==> src/hw/phyc_pkg.sv <==
// Package: constants for the transceiver control register block
package phyc_pkg;

  // Frame layout
  localparam int FRAME_W         = 16;
  localparam int HDR_W           = 4;
  localparam int DATA_W          = 12;
  localparam int ADDR_HI_POS     = 15;
  localparam int ADDR_LO_POS     = 14;
  localparam int RD_SEL_POS      = 13;
  localparam int RD_ONLY_POS     = 12;
  localparam logic [1:0] REG_SEL_PHY = 2'b11;

  // Field positions in the 12-bit settings word
  localparam int CAN_SUPPLY_OFFLINE_POS = 11;
  localparam int PARTIAL_LISTEN_POS     = 10;
  localparam int OFFLINE_TIMEOUT_POS    = 9;
  localparam int CAN_TX_DISABLE_POS     = 8;
  localparam int CAN_LOOPBACK_POS       = 7;
  localparam int CAN_ACTIVE_POS         = 6;
  localparam int CAN_SPLIT_POS          = 5;
  localparam int LIN_ACTIVE_POS         = 4;
  localparam int LIN_LOW_SLOPE_POS      = 3;
  localparam int LIN_STRONG_DRIVE_POS   = 2;
  localparam int LIN_WAKEUP_EN_POS      = 1;
  localparam int LIN_TX_DISABLE_POS     = 0;

  // Reset value of the settings word
  localparam logic [11:0] CTRL_RESET = 12'h000;

  // Off-line bus-idle times and their cycle counts at the system clock
  localparam int CLK_MHZ            = 50;
  localparam int T_OFFLINE_SHORT_US = 40;
  localparam int T_OFFLINE_LONG_US  = 200;
  localparam int T_OFFLINE_EXT_US   = 1000;
  localparam int OFFLINE_SHORT_CYC  = T_OFFLINE_SHORT_US * CLK_MHZ;
  localparam int OFFLINE_LONG_CYC   = T_OFFLINE_LONG_US * CLK_MHZ;
  localparam int OFFLINE_EXT_CYC    = T_OFFLINE_EXT_US * CLK_MHZ;
  localparam int IDLE_CNT_W         = 20;

  // CAN transceiver states, one-hot
  typedef enum logic [2:0] {
    CAN_OFFLINE = 3'b001,
    CAN_ONLINE  = 3'b010,
    CAN_LISTEN  = 3'b100
  } phyc_can_state_type;

endpackage : phyc_pkg

==> src/hw/phyc_spi_frame.sv <==
// Serial frame shifter: 16-bit frames, sample on rising clock, shift on falling
module phyc_spi_frame
  import phyc_pkg::*;
(
  input  wire logic                      clk_sys,
  input  wire logic                      rst,
  input  wire logic                      spi_sck,
  input  wire logic                      spi_cs_n,
  input  wire logic                      spi_sdi,
  output logic                           spi_sdo,
  output logic                           spi_sdo_oe,
  output logic                           hdr_valid,
  output logic [phyc_pkg::HDR_W-1:0]     hdr_bits,
  input  wire logic [phyc_pkg::DATA_W-1:0] reply_data,
  output logic                           frame_done,
  output logic [phyc_pkg::FRAME_W-1:0]   frame_data
);
  import phyc_pkg::*;

  logic                sck_q, sck_d;
  logic                cs_q, cs_d;
  logic [FRAME_W-1:0]  rx_q, rx_d;
  logic [FRAME_W-1:0]  tx_q, tx_d;
  logic [4:0]          cnt_q, cnt_d;
  logic                sdo_q, sdo_d;
  logic                oe_q, oe_d;
  logic                hv_q, hv_d;
  logic                fd_q, fd_d;
  logic                rise;
  logic                fall;

  assign rise       = spi_sck & ~sck_q;
  assign fall       = ~spi_sck & sck_q;
  assign spi_sdo    = sdo_q;
  assign spi_sdo_oe = oe_q;
  assign hdr_valid  = hv_q;
  assign hdr_bits   = rx_q[HDR_W-1:0];
  assign frame_done = fd_q;
  assign frame_data = rx_q;

  always_comb begin
    sck_d = spi_sck;
    cs_d  = ~spi_cs_n;
    rx_d  = rx_q;
    tx_d  = tx_q;
    cnt_d = cnt_q;
    sdo_d = sdo_q;
    oe_d  = ~spi_cs_n;
    hv_d  = 1'b0;
    fd_d  = 1'b0;
    if (!spi_cs_n && !cs_q) begin
      // Frame start: header bits of the reply read as zero
      cnt_d = 5'h00;
      tx_d  = '0;
      sdo_d = 1'b0;
    end else if (!spi_cs_n) begin
      if (rise && cnt_q < 5'(FRAME_W)) begin
        rx_d  = {rx_q[FRAME_W-2:0], spi_sdi};
        cnt_d = cnt_q + 5'h01;
        hv_d  = (cnt_q == 5'(HDR_W - 1));
      end
      if (fall) begin
        tx_d  = {tx_q[FRAME_W-2:0], 1'b0};
        sdo_d = tx_q[FRAME_W-2];
      end
      if (hv_q) begin
        // Reply payload placed so the next falling edge shifts its top bit out
        tx_d  = {1'b0, reply_data, 3'h0};
      end
    end else if (cs_q) begin
      // Only a frame of 16 or more bits is handed on; clocks after the 16th are ignored
      fd_d  = (cnt_q == 5'(FRAME_W));
      sdo_d = 1'b0;
    end
  end

  always_ff @(posedge clk_sys) begin
    if (rst) begin
      sck_q <= 1'b0;
      cs_q  <= 1'b0;
      rx_q  <= '0;
      tx_q  <= '0;
      cnt_q <= 5'h00;
      sdo_q <= 1'b0;
      oe_q  <= 1'b0;
      hv_q  <= 1'b0;
      fd_q  <= 1'b0;
    end else begin
      sck_q <= sck_d;
      cs_q  <= cs_d;
      rx_q  <= rx_d;
      tx_q  <= tx_d;
      cnt_q <= cnt_d;
      sdo_q <= sdo_d;
      oe_q  <= oe_d;
      hv_q  <= hv_d;
      fd_q  <= fd_d;
    end
  end

endmodule : phyc_spi_frame

==> src/hw/phyc_phy_control.sv <==
// Transceiver control register with serial access and CAN/LIN control outputs
// Summary of operation
// Address code 11 selects this register
// Read-select 1 returns general purpose feedback
// Read-select 0 returns stored settings
// Read-only 1 leaves settings unchanged
// Read-only 0 loads frame fields into settings
// Supply bit 1 turns regulator off off-line
// Partial-network bit selects listen-only on-line state
// Partial-network bit cleared entering On-line/Active
// Off-line after idle time, length bit-selected, extended length after a wake event
// CAN transmitter disabled when control bit 1
// Interface failure disables transmitter, bit untouched
// Good CAN traffic re-enables transmitter
// Writing control bit 1 then 0 recovers
// Loopback when receiver bit and disable set
// CAN active only in Normal or Flash
// Split bit drives split pin, else floating
// LIN active only in Normal or Flash
// LIN slope bit selects low slope driver
// LIN drive bit selects increased current
// LIN wake enable gates LIN wake-up
// LIN transmitter disabled when control bit 1
// Damaged positions fixed: 9, 8, 4, 1, 0
module phyc_phy_control
  import phyc_pkg::*;
#(
  parameter int OFFLINE_SHORT_CYCLES = phyc_pkg::OFFLINE_SHORT_CYC,
  parameter int OFFLINE_LONG_CYCLES  = phyc_pkg::OFFLINE_LONG_CYC,
  parameter int OFFLINE_EXT_CYCLES   = phyc_pkg::OFFLINE_EXT_CYC
)
(
  input  wire logic                        clk_sys,
  input  wire logic                        rst,
  input  wire logic                        spi_sck,
  input  wire logic                        spi_cs_n,
  input  wire logic                        spi_sdi,
  output logic                             spi_sdo,
  output logic                             spi_sdo_oe,
  input  wire logic [phyc_pkg::DATA_W-1:0] gp_feedback1,
  input  wire logic                        sbc_normal_or_flash,
  input  wire logic                        sbc_enter_online_active,
  input  wire logic                        can_go_online,
  input  wire logic                        can_bus_activity,
  input  wire logic                        can_wake_event,
  input  wire logic                        can_iface_fail,
  input  wire logic                        can_good_traffic,
  input  wire logic                        can_tx_line,
  input  wire logic                        can_bus_rx,
  input  wire logic                        lin_bus_wake,
  output logic                             can_rx_line,
  output logic                             can_tx_enable,
  output logic                             can_listen_only,
  output logic                             can_offline,
  output logic                             can_transceiver_regulator,
  output logic                             can_active,
  output logic                             can_split_drive,
  output logic                             lin_active,
  output logic                             lin_low_slope,
  output logic                             lin_strong_drive,
  output logic                             lin_wakeup,
  output logic                             lin_tx_enable
);
  import phyc_pkg::*;

  logic                      hdr_valid;
  logic [HDR_W-1:0]          hdr_bits;
  logic                      frame_done;
  logic [FRAME_W-1:0]        frame_data;
  logic [DATA_W-1:0]         reply_data;

  logic [DATA_W-1:0]         ctrl_q, ctrl_d;
  logic                      fail_q, fail_d;
  logic                      write_en;

  phyc_can_state_type        state_q, state_d;
  logic [IDLE_CNT_W-1:0]     idle_q, idle_d;
  logic                      woke_q, woke_d;
  logic [IDLE_CNT_W-1:0]     idle_limit;

  logic                      rx_line_q, rx_line_d;
  logic                      tx_en_q, tx_en_d;
  logic                      listen_q, listen_d;
  logic                      offline_q, offline_d;
  logic                      reg_on_q, reg_on_d;
  logic                      can_act_q, can_act_d;
  logic                      split_q, split_d;
  logic                      lin_act_q, lin_act_d;
  logic                      slope_q, slope_d;
  logic                      strong_q, strong_d;
  logic                      lwake_q, lwake_d;
  logic                      lin_tx_q, lin_tx_d;

  function automatic logic sel_phy(input logic [HDR_W-1:0] hdr);
    sel_phy = (hdr[HDR_W-1 -: 2] == REG_SEL_PHY);
  endfunction : sel_phy

  phyc_spi_frame u_spi (
    .clk_sys    (clk_sys),
    .rst        (rst),
    .spi_sck    (spi_sck),
    .spi_cs_n   (spi_cs_n),
    .spi_sdi    (spi_sdi),
    .spi_sdo    (spi_sdo),
    .spi_sdo_oe (spi_sdo_oe),
    .hdr_valid  (hdr_valid),
    .hdr_bits   (hdr_bits),
    .reply_data (reply_data),
    .frame_done (frame_done),
    .frame_data (frame_data)
  );

  // Reply source chosen from the header of this frame
  always_comb begin
    reply_data = '0;
    if (sel_phy(hdr_bits)) begin
      if (hdr_bits[RD_SEL_POS-DATA_W]) begin
        reply_data = gp_feedback1;
      end else begin
        reply_data = ctrl_q;
      end
    end
  end

  // Settings register and interface failure flag
  assign write_en = frame_done && sel_phy(frame_data[ADDR_HI_POS -: HDR_W])
                    && !frame_data[RD_ONLY_POS];

  always_comb begin
    ctrl_d = ctrl_q;
    fail_d = fail_q;
    if (write_en) begin
      ctrl_d = frame_data[DATA_W-1:0];
    end
    if (sbc_enter_online_active) begin
      ctrl_d[PARTIAL_LISTEN_POS] = 1'b0;
    end
    if (can_good_traffic) begin
      fail_d = 1'b0;
    end
    if (ctrl_q[CAN_TX_DISABLE_POS] && !ctrl_d[CAN_TX_DISABLE_POS]) begin
      fail_d = 1'b0;
    end
    if (can_iface_fail) begin
      fail_d = 1'b1;
    end
  end

  always_ff @(posedge clk_sys) begin
    if (rst) begin
      ctrl_q <= CTRL_RESET;
      fail_q <= 1'b0;
    end else begin
      ctrl_q <= ctrl_d;
      fail_q <= fail_d;
    end
  end

  // CAN transceiver on-line / listen / off-line sequencing
  always_comb begin
    if (woke_q) begin
      idle_limit = IDLE_CNT_W'(OFFLINE_EXT_CYCLES);
    end else if (ctrl_q[OFFLINE_TIMEOUT_POS]) begin
      idle_limit = IDLE_CNT_W'(OFFLINE_LONG_CYCLES);
    end else begin
      idle_limit = IDLE_CNT_W'(OFFLINE_SHORT_CYCLES);
    end
  end

  always_comb begin
    state_d = state_q;
    idle_d  = idle_q;
    woke_d  = woke_q | can_wake_event;
    case (state_q)
      CAN_OFFLINE: begin
        idle_d = '0;
        if (can_go_online) begin
          state_d = ctrl_q[PARTIAL_LISTEN_POS] ? CAN_LISTEN : CAN_ONLINE;
        end
      end
      CAN_ONLINE, CAN_LISTEN: begin
        state_d = ctrl_q[PARTIAL_LISTEN_POS] ? CAN_LISTEN : CAN_ONLINE;
        if (can_bus_activity) begin
          idle_d = '0;
        end else if (idle_q >= idle_limit - IDLE_CNT_W'(1)) begin
          state_d = CAN_OFFLINE;
          idle_d  = '0;
          woke_d  = 1'b0;
        end else begin
          idle_d = idle_q + IDLE_CNT_W'(1);
        end
      end
      default: begin
        state_d = CAN_OFFLINE;
        idle_d  = '0;
      end
    endcase
  end

  always_ff @(posedge clk_sys) begin
    if (rst) begin
      state_q <= CAN_OFFLINE;
      idle_q  <= '0;
      woke_q  <= 1'b0;
    end else begin
      state_q <= state_d;
      idle_q  <= idle_d;
      woke_q  <= woke_d;
    end
  end

  // Registered transceiver controls
  always_comb begin
    tx_en_d   = !ctrl_q[CAN_TX_DISABLE_POS] && !fail_q;
    rx_line_d = (ctrl_q[CAN_LOOPBACK_POS] && ctrl_q[CAN_TX_DISABLE_POS]) ? can_tx_line : can_bus_rx;
    listen_d  = (state_q == CAN_LISTEN);
    offline_d = (state_q == CAN_OFFLINE);
    reg_on_d  = !((state_q == CAN_OFFLINE) && ctrl_q[CAN_SUPPLY_OFFLINE_POS]);
    can_act_d = ctrl_q[CAN_ACTIVE_POS] && sbc_normal_or_flash;
    split_d   = ctrl_q[CAN_SPLIT_POS];
    lin_act_d = ctrl_q[LIN_ACTIVE_POS] && sbc_normal_or_flash;
    slope_d   = ctrl_q[LIN_LOW_SLOPE_POS];
    strong_d  = ctrl_q[LIN_STRONG_DRIVE_POS];
    lwake_d   = ctrl_q[LIN_WAKEUP_EN_POS] && lin_bus_wake;
    lin_tx_d  = !ctrl_q[LIN_TX_DISABLE_POS];
  end

  always_ff @(posedge clk_sys) begin
    if (rst) begin
      rx_line_q <= 1'b1;
      tx_en_q   <= 1'b0;
      listen_q  <= 1'b0;
      offline_q <= 1'b1;
      reg_on_q  <= 1'b1;
      can_act_q <= 1'b0;
      split_q   <= 1'b0;
      lin_act_q <= 1'b0;
      slope_q   <= 1'b0;
      strong_q  <= 1'b0;
      lwake_q   <= 1'b0;
      lin_tx_q  <= 1'b0;
    end else begin
      rx_line_q <= rx_line_d;
      tx_en_q   <= tx_en_d;
      listen_q  <= listen_d;
      offline_q <= offline_d;
      reg_on_q  <= reg_on_d;
      can_act_q <= can_act_d;
      split_q   <= split_d;
      lin_act_q <= lin_act_d;
      slope_q   <= slope_d;
      strong_q  <= strong_d;
      lwake_q   <= lwake_d;
      lin_tx_q  <= lin_tx_d;
    end
  end

  assign can_rx_line               = rx_line_q;
  assign can_tx_enable             = tx_en_q;
  assign can_listen_only           = listen_q;
  assign can_offline               = offline_q;
  assign can_transceiver_regulator = reg_on_q;
  assign can_active                = can_act_q;
  assign can_split_drive           = split_q;
  assign lin_active                = lin_act_q;
  assign lin_low_slope             = slope_q;
  assign lin_strong_drive          = strong_q;
  assign lin_wakeup                = lwake_q;
  assign lin_tx_enable             = lin_tx_q;

endmodule : phyc_phy_control

==> config.mk <==
export PLATFORM = sky130hd
export DESIGN_NAME = phyc_phy_control
export DESIGN_NICKNAME = d
export VERILOG_FILES = /design/src/hw/phyc_pkg.sv /design/src/hw/phyc_spi_frame.sv /design/src/hw/phyc_phy_control.sv
export SDC_FILE = /design/constraint.sdc
export NUM_CORES = 1
export LEC_CHECK = 0
export BUFFER_PORTS_ARGS = -buffer_cell sky130_fd_sc_hd__clkbuf_2
export CORE_ASPECT_RATIO = 1.2
export CORE_MARGIN = 4
export CORE_UTILIZATION = 50
export CTS_CLUSTER_DIAMETER = 80
export CTS_CLUSTER_SIZE = 40
export DETAILED_ROUTE_END_ITERATION = 6
export HOLD_SLACK_MARGIN = 0.05
export PLACE_DENSITY = 0.7
export SYNTH_ARGS = -nofsm -noshare
export SYNTH_HDL_FRONTEND = slang
export SYNTH_SLANG_ARGS = --single-unit
==> constraint.sdc <==
create_clock -name clk_sys -period 2.5 [get_ports clk_sys]
set_input_delay 0.375 -clock clk_sys [delete_from_list [all_inputs] [get_ports clk_sys]]
set_output_delay 0.375 -clock clk_sys [all_outputs]
set_load 0.005 [all_outputs]
==> impl_metrics.ini, run 1 <==
[synthesis]
synth_flop_cell = dfxtp_1
ys_seq_elements = 87
synth-async-reset-ratio_pct = 0
yosys-top-cells-count = dfxtp_1, nand2_1, a21oi_1, nor2_1
synth.distinct_cells = 55
synth_edf_count = 0
synthTopCellsByArea = dfxtp_1, nand2_1, a21oi_1
syn_inst = 403
yosysMostFrequentCell = dfxtp_1
synth_warnings = 0
synth.cell_area_um2 = 3710
yosys.area.top_type = dfxtp_1
synth_top_area_share_pct = 46.9
syn_avg_cell_area_um2 = 9.21
synth_seq_area_share_pct = 46.9

[route]
drt-total-wl_um = 7750
dr.pass1.iters = 6
num_vias = 2898
vias_per_cell = 5.43
avgRoutedWirePerCell_um = 14.5
first_iter_violations = 124
ant_nets = 0
route.detailed.drc = 0

[floorplan]
die_w_um = 86.6
die_area_um2 = 8870
rows = 34
io_pins = 41
coreArea_um2 = 7230
die_y_um = 102
initial_utilization_pct = 51.3

[global_route]
grt_start_max_net_pins = 20
grt-busiest-layer = met2
grtUsageMet3_pct = 3.31
met1_usage_pct = 22.3
grt_pass1_wl_um = 12900
track_usage_pct = 18.5
grt_pass1_vias = 2798
use_met2_pct = 31.3
grt_antenna_before_repair = 0
overflow = 0

[power]
fin_total_pwr_mw = 2.61
ir_drop_mv = 0.431
power.leakage_nw = 1.49
powerDensity_nw_per_um2 = 624

[timing]
period_needed_ps = 2180
clock.fmax_mhz = 458
rsz0062_at_grt = false
layout_setup_ws_ps = 318
finalCritPeriodShare_pct = 87.3
finalHoldViolCount = 0
worst_pin_slew_ps = 844
maxSlewViolCount = 0
setup-violations-final = 0
whs_ps = 184
skew_ps = 8.47
slew_headroom_pct = 43.6
tns_ps = 0

[layout]
multiInputGateArea_um2 = 1790
diodes = 0
drive_gt1_share_pct = 18.2
fillers = 690
nets = 475
final_cells = 534
ff_latch_area_um2 = 1740
fin_area_um2 = 4190
synthToLayoutAreaGrowth_pct = 12.8
final_core_util_pct = 57.9

[hold_path]
hold_path_class = in2reg

[place]
dpl.hpwl_um = 5470
place_area_um2 = 3960
globalplace.congestion = 0.776
dpl_worst_slack_ps = 203
dp_cells = 518
portBuffers = 40

[clock_tree]
htree_num_levels = 3
cts_setup_buffers = 0
clkLatencyLatePin_ps = 350
cts_tree = yes
clock-sinks = 87
cts_made_buffers = 9
clk_pin_slew_worst_paths_ps = 80
cts_root_buf = clkbuf_8
clock_path_buffers = 2

[worst_setup_path]
reg2reg_slack_ps = 320
arrival_ps = 2460
cp_slowest_stage_delay_ps = 370
setup.worst_path.class = reg2reg
endpoint_kind = flop
critPathLaunchType = flop
worstPathRequired_ps = 2780
cp_max_fo = 17
cp_cell_sequence = nor2b_1, inv_1, ha_1, a211oi_1, o211ai_2, or3b_1, buf_4, nor3b_1
cp.buffers_inverters = 2
critical_path.top_delay_family = simple AND/OR/NAND/NOR gates
crit_slowest_cell = or3b_1

[run]
cap_violations = 0

[status]
status = completed
-- cell families (layout without fill, tap and decap cells) --
kind of cell               count (synthesis)  in the layout  share of synthesized area, %
adders and majority gates                  9              9                          3.03
buffers and inverters                     41             80                          5.19
muxes                                     14             14                          3.78
xor gates and xnor gates                  15             15                          3.54
AOI/OAI and AO/OA                         78             78                          13.6
DFF                                       87             87                          46.9
and+or+nand+nor                          158            158                          23.9
other                                      1              3                         0.101
-- power by group --
group	internal (mW)	total, mW	switching, mW
Sequential	1.40	1.41	0.0119
Combinational	0.0493	0.111	0.0612
Clock	0.591	1.09	0.495
-- layout make-up --
| class | count | area share, % |
|---|---|---|
| well taps | 90 | 2.69 |
| clock inverters | 5 | 1.94 |
| repair buffers | 47 | 6.04 |
| inverters | 17 | 1.52 |
| flip-flops and latches | 87 | 41.6 |
| clock buffers | 11 | 3.38 |
| multi-input cells | 277 | 42.8 |
-- metal layers --
metal  vias to the layer above  wire [um]
met3                        17        275
li1                       1478          -
met2                        51       3780
met4                         0        195
met1                      1352       3490
met5                         -          0
-- registers in the layout, indices dropped and copies added (netlist names), 3 cells and up --
signal / flops
u_spi.tx_q: 12
u_spi.frame_data: 16
ctrl_q: 12
state_q: 3
u_spi.cnt_q: 5
idle_q: 20
-- repair_timing --
| action | 4_1_cts | 5_1_grt |
|---|---|---|
| hold buffers | 0 | 0 |
| endpoints found under the hold margin | 0 | 0 |
| endpoints found under the setup margin | 0 | 6 |
| gates resized for setup | 0 | 1 |
-- worst paths after layout --
check                           from             to  cells past startpoint
max                        ctrl_q[9]      idle_q[1]                      8
min          sbc_enter_online_active     ctrl_q[10]                      2
min reg2reg                   fail_q  can_tx_enable                      1
max reg2reg                ctrl_q[9]      idle_q[1]                      8
-- cell usage in the layout (no fill, tap or decap), drive strengths merged, types with 9 or more instances in the layout --
master   n
a211oi  17
a21oi   32
clkbuf  51
dfxtp   87
ha       9
inv     17
mux2i   14
nand2   62
nand3    9
nor2    23
nor3    16
o22ai   11
xor2    12
-- worst register-to-register path, stage by stage, from the launching register on --
cell and delay, ps:
dfxtp_1 360, nor2b_1 200, inv_1 70, ha_1 290
a211oi_1 250, o211ai_2 150, or3b_1 370, buf_4 220
nor3b_1 190
No activity file was read; power rests on OpenSTA's default activity.
==> run 2: changes to the inputs <==
SYNTH_HIERARCHICAL = 1   (was default)
==> run 2 against run 1 <==
Non-clock buffer count shrank 1; clock skew grew 2.3 ps; worst setup slack better by 130 ps; largest cell class unchanged.
==> impl_metrics.ini, run 2 <==
[synthesis]
syn_inst = 406
synth.cell_area_um2 = 3840
syn_avg_cell_area_um2 = 9.46
synth_warnings = 6

[route]
num_vias = 2838
met2_length_um = 3740
dr.pass1.iters = 5
top_layer_used = met4
route.detailed.drc = 0
wl_met1_um = 3190
ant_nets = 0
first_iter_violations = 66
drt-total-wl_um = 7340
vias_per_cell = 5.27
avgRoutedWirePerCell_um = 13.6
met3WireLength_um = 255

[global_route]
grt_start_max_net_pins = 27
grt_pass1_wl_um = 12600
overflow = 0
grt_pass1_vias = 2813
grt_antenna_before_repair = 0
track_usage_pct = 17.1

[layout]
largest_reg_flops = 20
final_cell_mix = dfxtp_1, nand2_1, mux2i_1
multiInputGateArea_um2 = 1960
drive_gt1_share_pct = 18.5
ff_latch_area_um2 = 1740
diodes = 0
final_common_cell = dfxtp_1
synthToLayoutAreaGrowth_pct = 11.9
top_register = idle_q
final_cells = 539
nets = 480
fillers = 665

[place]
dpl.hpwl_um = 5410
globalplace.congestion = 0.755
portBuffers = 40
dp_cells = 523

[floorplan]
die_area_um2 = 9150
rows = 34
die_y_um = 104
initial_utilization_pct = 52.2
die_w_um = 88
coreArea_um2 = 7360
io_pins = 41

[worst_setup_path]
cp_max_fo = 17
setup.worst_path.class = reg2reg
endpoint_kind = flop
critPathLaunchType = flop
worstPathRequired_ps = 2770
arrival_ps = 2320
reg2reg_slack_ps = 450

[timing]
skew_ps = 10.7
whs_ps = 197
slew_headroom_pct = 61.5
clock.fmax_mhz = 487
rsz0062_at_grt = false
finalCritPeriodShare_pct = 82.1
tns_ps = 0
maxSlewViolCount = 0
period_needed_ps = 2050
setup-violations-final = 0
finalHoldViolCount = 0
worst_pin_slew_ps = 577

[clock_tree]
clock_path_buffers = 2
clk_pin_slew_worst_paths_ps = 90
htree_num_levels = 3
cts_made_buffers = 9
cts_root_buf = clkbuf_8
holdBufCountCts = 0
clkLatencyLatePin_ps = 340
clock-sinks = 87
cts_setup_buffers = 0
cts_tree = yes
cts_resized = 0

[power]
ir_drop_mv = 0.357
powerDensity_nw_per_um2 = 592
power.leakage_nw = 1.65
fin_total_pwr_mw = 2.55

[status]
status = completed

[run]
cap_violations = 0

[hold_path]
hold_path_class = in2reg
## run 2: cell count changes in the layout (fill, tap and decap cells not counted), sizes merged, moves of 4 or more
cell	delta
xnor2	+6
mux2i	+29
nand2	-5
a211oi	-16
nor3	-11
mux2	+11
inv	-8
xor2	-4
nor4	+4
a21oi	-18
nand2b	+22
o22ai	-11
nor2	+21
## run 2: final timing paths
path                                               from             to  cells past startpoint
worst min-delay path            sbc_enter_online_active     ctrl_q[10]                      2
worst max-delay path                             woke_q      idle_q[4]                      7
worst min register to register                   fail_q  can_tx_enable                      1
worst max register to register                   woke_q      idle_q[4]                      7
## run 2: power by group
part | leakage [nW] | total (mW) | switching, mW | internal [mW]
sequential | 0.705 | 1.41 | 0.0119 | 1.40
clock | 0.107 | 1.02 | 0.492 | 0.525
combinational | 0.834 | 0.116 | 0.0601 | 0.0562
total | 1.65 | 2.55 | 0.564 | 1.98
## run 2: worst max-delay path: stages, from the launching register on
cell and delay, ps:
dfxtp_1 360, or2_2 290, ha_1 210, nor4_1 280, a21oi_1 120, nand4_1 160
nand3_2 340, nor2_1 210
## run 2: layout make-up
type | count | share of cell area [%]
multi-input combinational | 293 | 45.5
clock buffer | 11 | 3.52
tap | 90 | 2.62
sequential | 87 | 40.5
clock inverter | 5 | 1.49
timing repair buffer | 46 | 5.71
inverter | 7 | 0.612
## run 2: through the flow
| step | utilization (%) | area, um2 | worst slack (ps) |
|---|---|---|---|
| after floorplan | - | 3850 | 660 |
| after global placement | 55.5 | 4080 | 530 |
| after detailed placement | 55.5 | 4080 | 461 |
| after CTS | 58.4 | 4300 | 411 |
| after global routing | 58.4 | 4300 | 164 |
| final | 58.4 | 4300 | 447 |
## run 2: routing by layer
| metal | track usage [%] | vias up |
|---|---|---|
| met2 | 29.3 | 47 |
| met4 | 6.80 | 0 |
| li1 | - | 1447 |
| met1 | 20.3 | 1331 |
| met3 | 3.65 | 13 |
| met5 | 0 | - |
==> run 3: changes to the inputs <==
PLACE_DENSITY = 0.72   (was 0.7)
clock period = 1.7 ns   (was 2.5 ns; I/O delays follow)
==> run 3 against run 2 <==
The run now ends with negative setup slack left; critical path depth grew 1; first-iteration DRC count grew 27%; routed wire length shrank 0.44%; largest power group unchanged.
==> impl_metrics.ini, run 3 (synthesis gave the netlist of run 2 again) <==
[layout]
final_common_cell = dfxtp_1
fin_area_um2 = 4550
drive_gt1_share_pct = 25.1
final_cells = 556
diodes = 0
top_register = idle_q
nets = 497
final_core_util_pct = 61.8
synthToLayoutAreaGrowth_pct = 18.5
largest_reg_flops = 20
final_cell_mix = dfxtp_1, nand2_1, mux2i_1

[place]
place_area_um2 = 4240
dpl_worst_slack_ps = -206
globalplace.congestion = 0.811
portBuffers = 40
dpl.hpwl_um = 5280
dp_cells = 538

[timing]
finalHoldViolCount = 0
rsz0062_at_grt = true
clock.fmax_mhz = 532
maxSlewViolCount = 0
finalCritPeriodShare_pct = 111
setup-violations-final = 21
period_needed_ps = 1880
skew_ps = 14.2
layout_setup_ws_ps = -181

[worst_setup_path]
worstPathRequired_ps = 1950
cp_max_fo = 3
setup.worst_path.class = reg2reg
endpoint_kind = flop
arrival_ps = 2130
critPathLaunchType = flop
reg2regPathDepth = 8

[route]
avgRoutedWirePerCell_um = 13.1
vias_per_cell = 5.10
route.detailed.drc = 0
dr.pass1.iters = 4
drt-total-wl_um = 7300
num_vias = 2837
ant_nets = 0
first_iter_violations = 84

[global_route]
grt_antenna_before_repair = 0
grt_start_max_net_pins = 32
grt-busiest-layer = met2
use_met2_pct = 29.6
grt_pass1_vias = 2859
overflow = 0
met1_usage_pct = 19.4
grtUsageMet3_pct = 4.60
grt_pass1_wl_um = 12500
track_usage_pct = 16.9

[status]
status = finished with violations
violations = negative setup slack

[clock_tree]
clkLatencyLatePin_ps = 360
htree_num_levels = 3
cts_tree = yes
cts_made_buffers = 9
clk_pin_slew_worst_paths_ps = 90
cts_root_buf = clkbuf_8
clock-sinks = 87
clock_path_buffers = 2

[hold_path]
min_path_cells = 3
hold_path_class = in2reg

[power]
powerDensity_nw_per_um2 = 830
fin_total_pwr_mw = 3.78
ir_drop_mv = 0.541
power.leakage_nw = 1.74

[floorplan]
io_pins = 41
die_y_um = 104
die_area_um2 = 9150
coreArea_um2 = 7360
initial_utilization_pct = 52.2
die_w_um = 88
rows = 34

[run]
cap_violations = 0
run 3: cell types whose count changed in the layout (fill, tap and decap cells not counted), moves of 2 or more:
cell / delta
buf_4: +13
buf_6: +2
clkbuf_8: -2
dfxtp_1: -2
ha_1: -3
ha_4: +3
nor2_1: -6
nor2_2: +6
run 3: layer usage:
layer  part of all wire [%]  vias to the layer above
met1                     44                     1304
li1                       -                     1482
met5                      0                        -
met3                    4.7                       10
met2                     50                       41
met4                    1.1                        0
run 3: critical path, stage by stage (launching register included):
cell       delay, ps
dfxtp_2          350
nor2b_4          140
inv_1             70
ha_4             260
and4b_1          200
o21ai_1           60
and4bb_2         270
a2111oi_4        350
nor3_1            70
run 3: power by group:
part	leakage (nW)	internal (mW)	switching, mW
registers	0.706	2.06	0.0192
logic	0.922	0.0915	0.0948
clock network	0.109	0.712	0.802
run 3: worst paths after layout:
check                    start             to  slack, ps
setup / recovery     ctrl_q[9]         woke_q       -180
hold / removal    lin_bus_wake     lin_wakeup         90
setup reg to reg     ctrl_q[9]         woke_q       -180
hold reg to reg         fail_q  can_tx_enable        440
run 3: cell type report:
cell class,count,area [um2]
Fill cell,634,2810
Multi-Input combinational cell,293,2060
Sequential cell,87,1750
Timing Repair Buffer,63,395
Clock buffer,9,124
Tap cell,90,113
Clock inverter,7,88.8
Inverter,7,26.3
run 3: stage by stage:
stage	setup TNS, ps	hold slack, ps
6_report	-2830	93.3
3_5_place_dp	-2060	423
4_1_cts	-2760	74.8
2_1_floorplan	-290	334
5_1_grt	-4600	97.1
3_3_place_gp	-808	410
run 3: what timing repair did:
action                                  4_1_cts  5_1_grt
pin swaps                                     2        1
cloned                                        0        0
endpoints found under the hold margin         1        0
hold buffers                                  1        0
resized for setup                            10        8
endpoints found under the setup margin       21       21
buffers inserted                              1        0
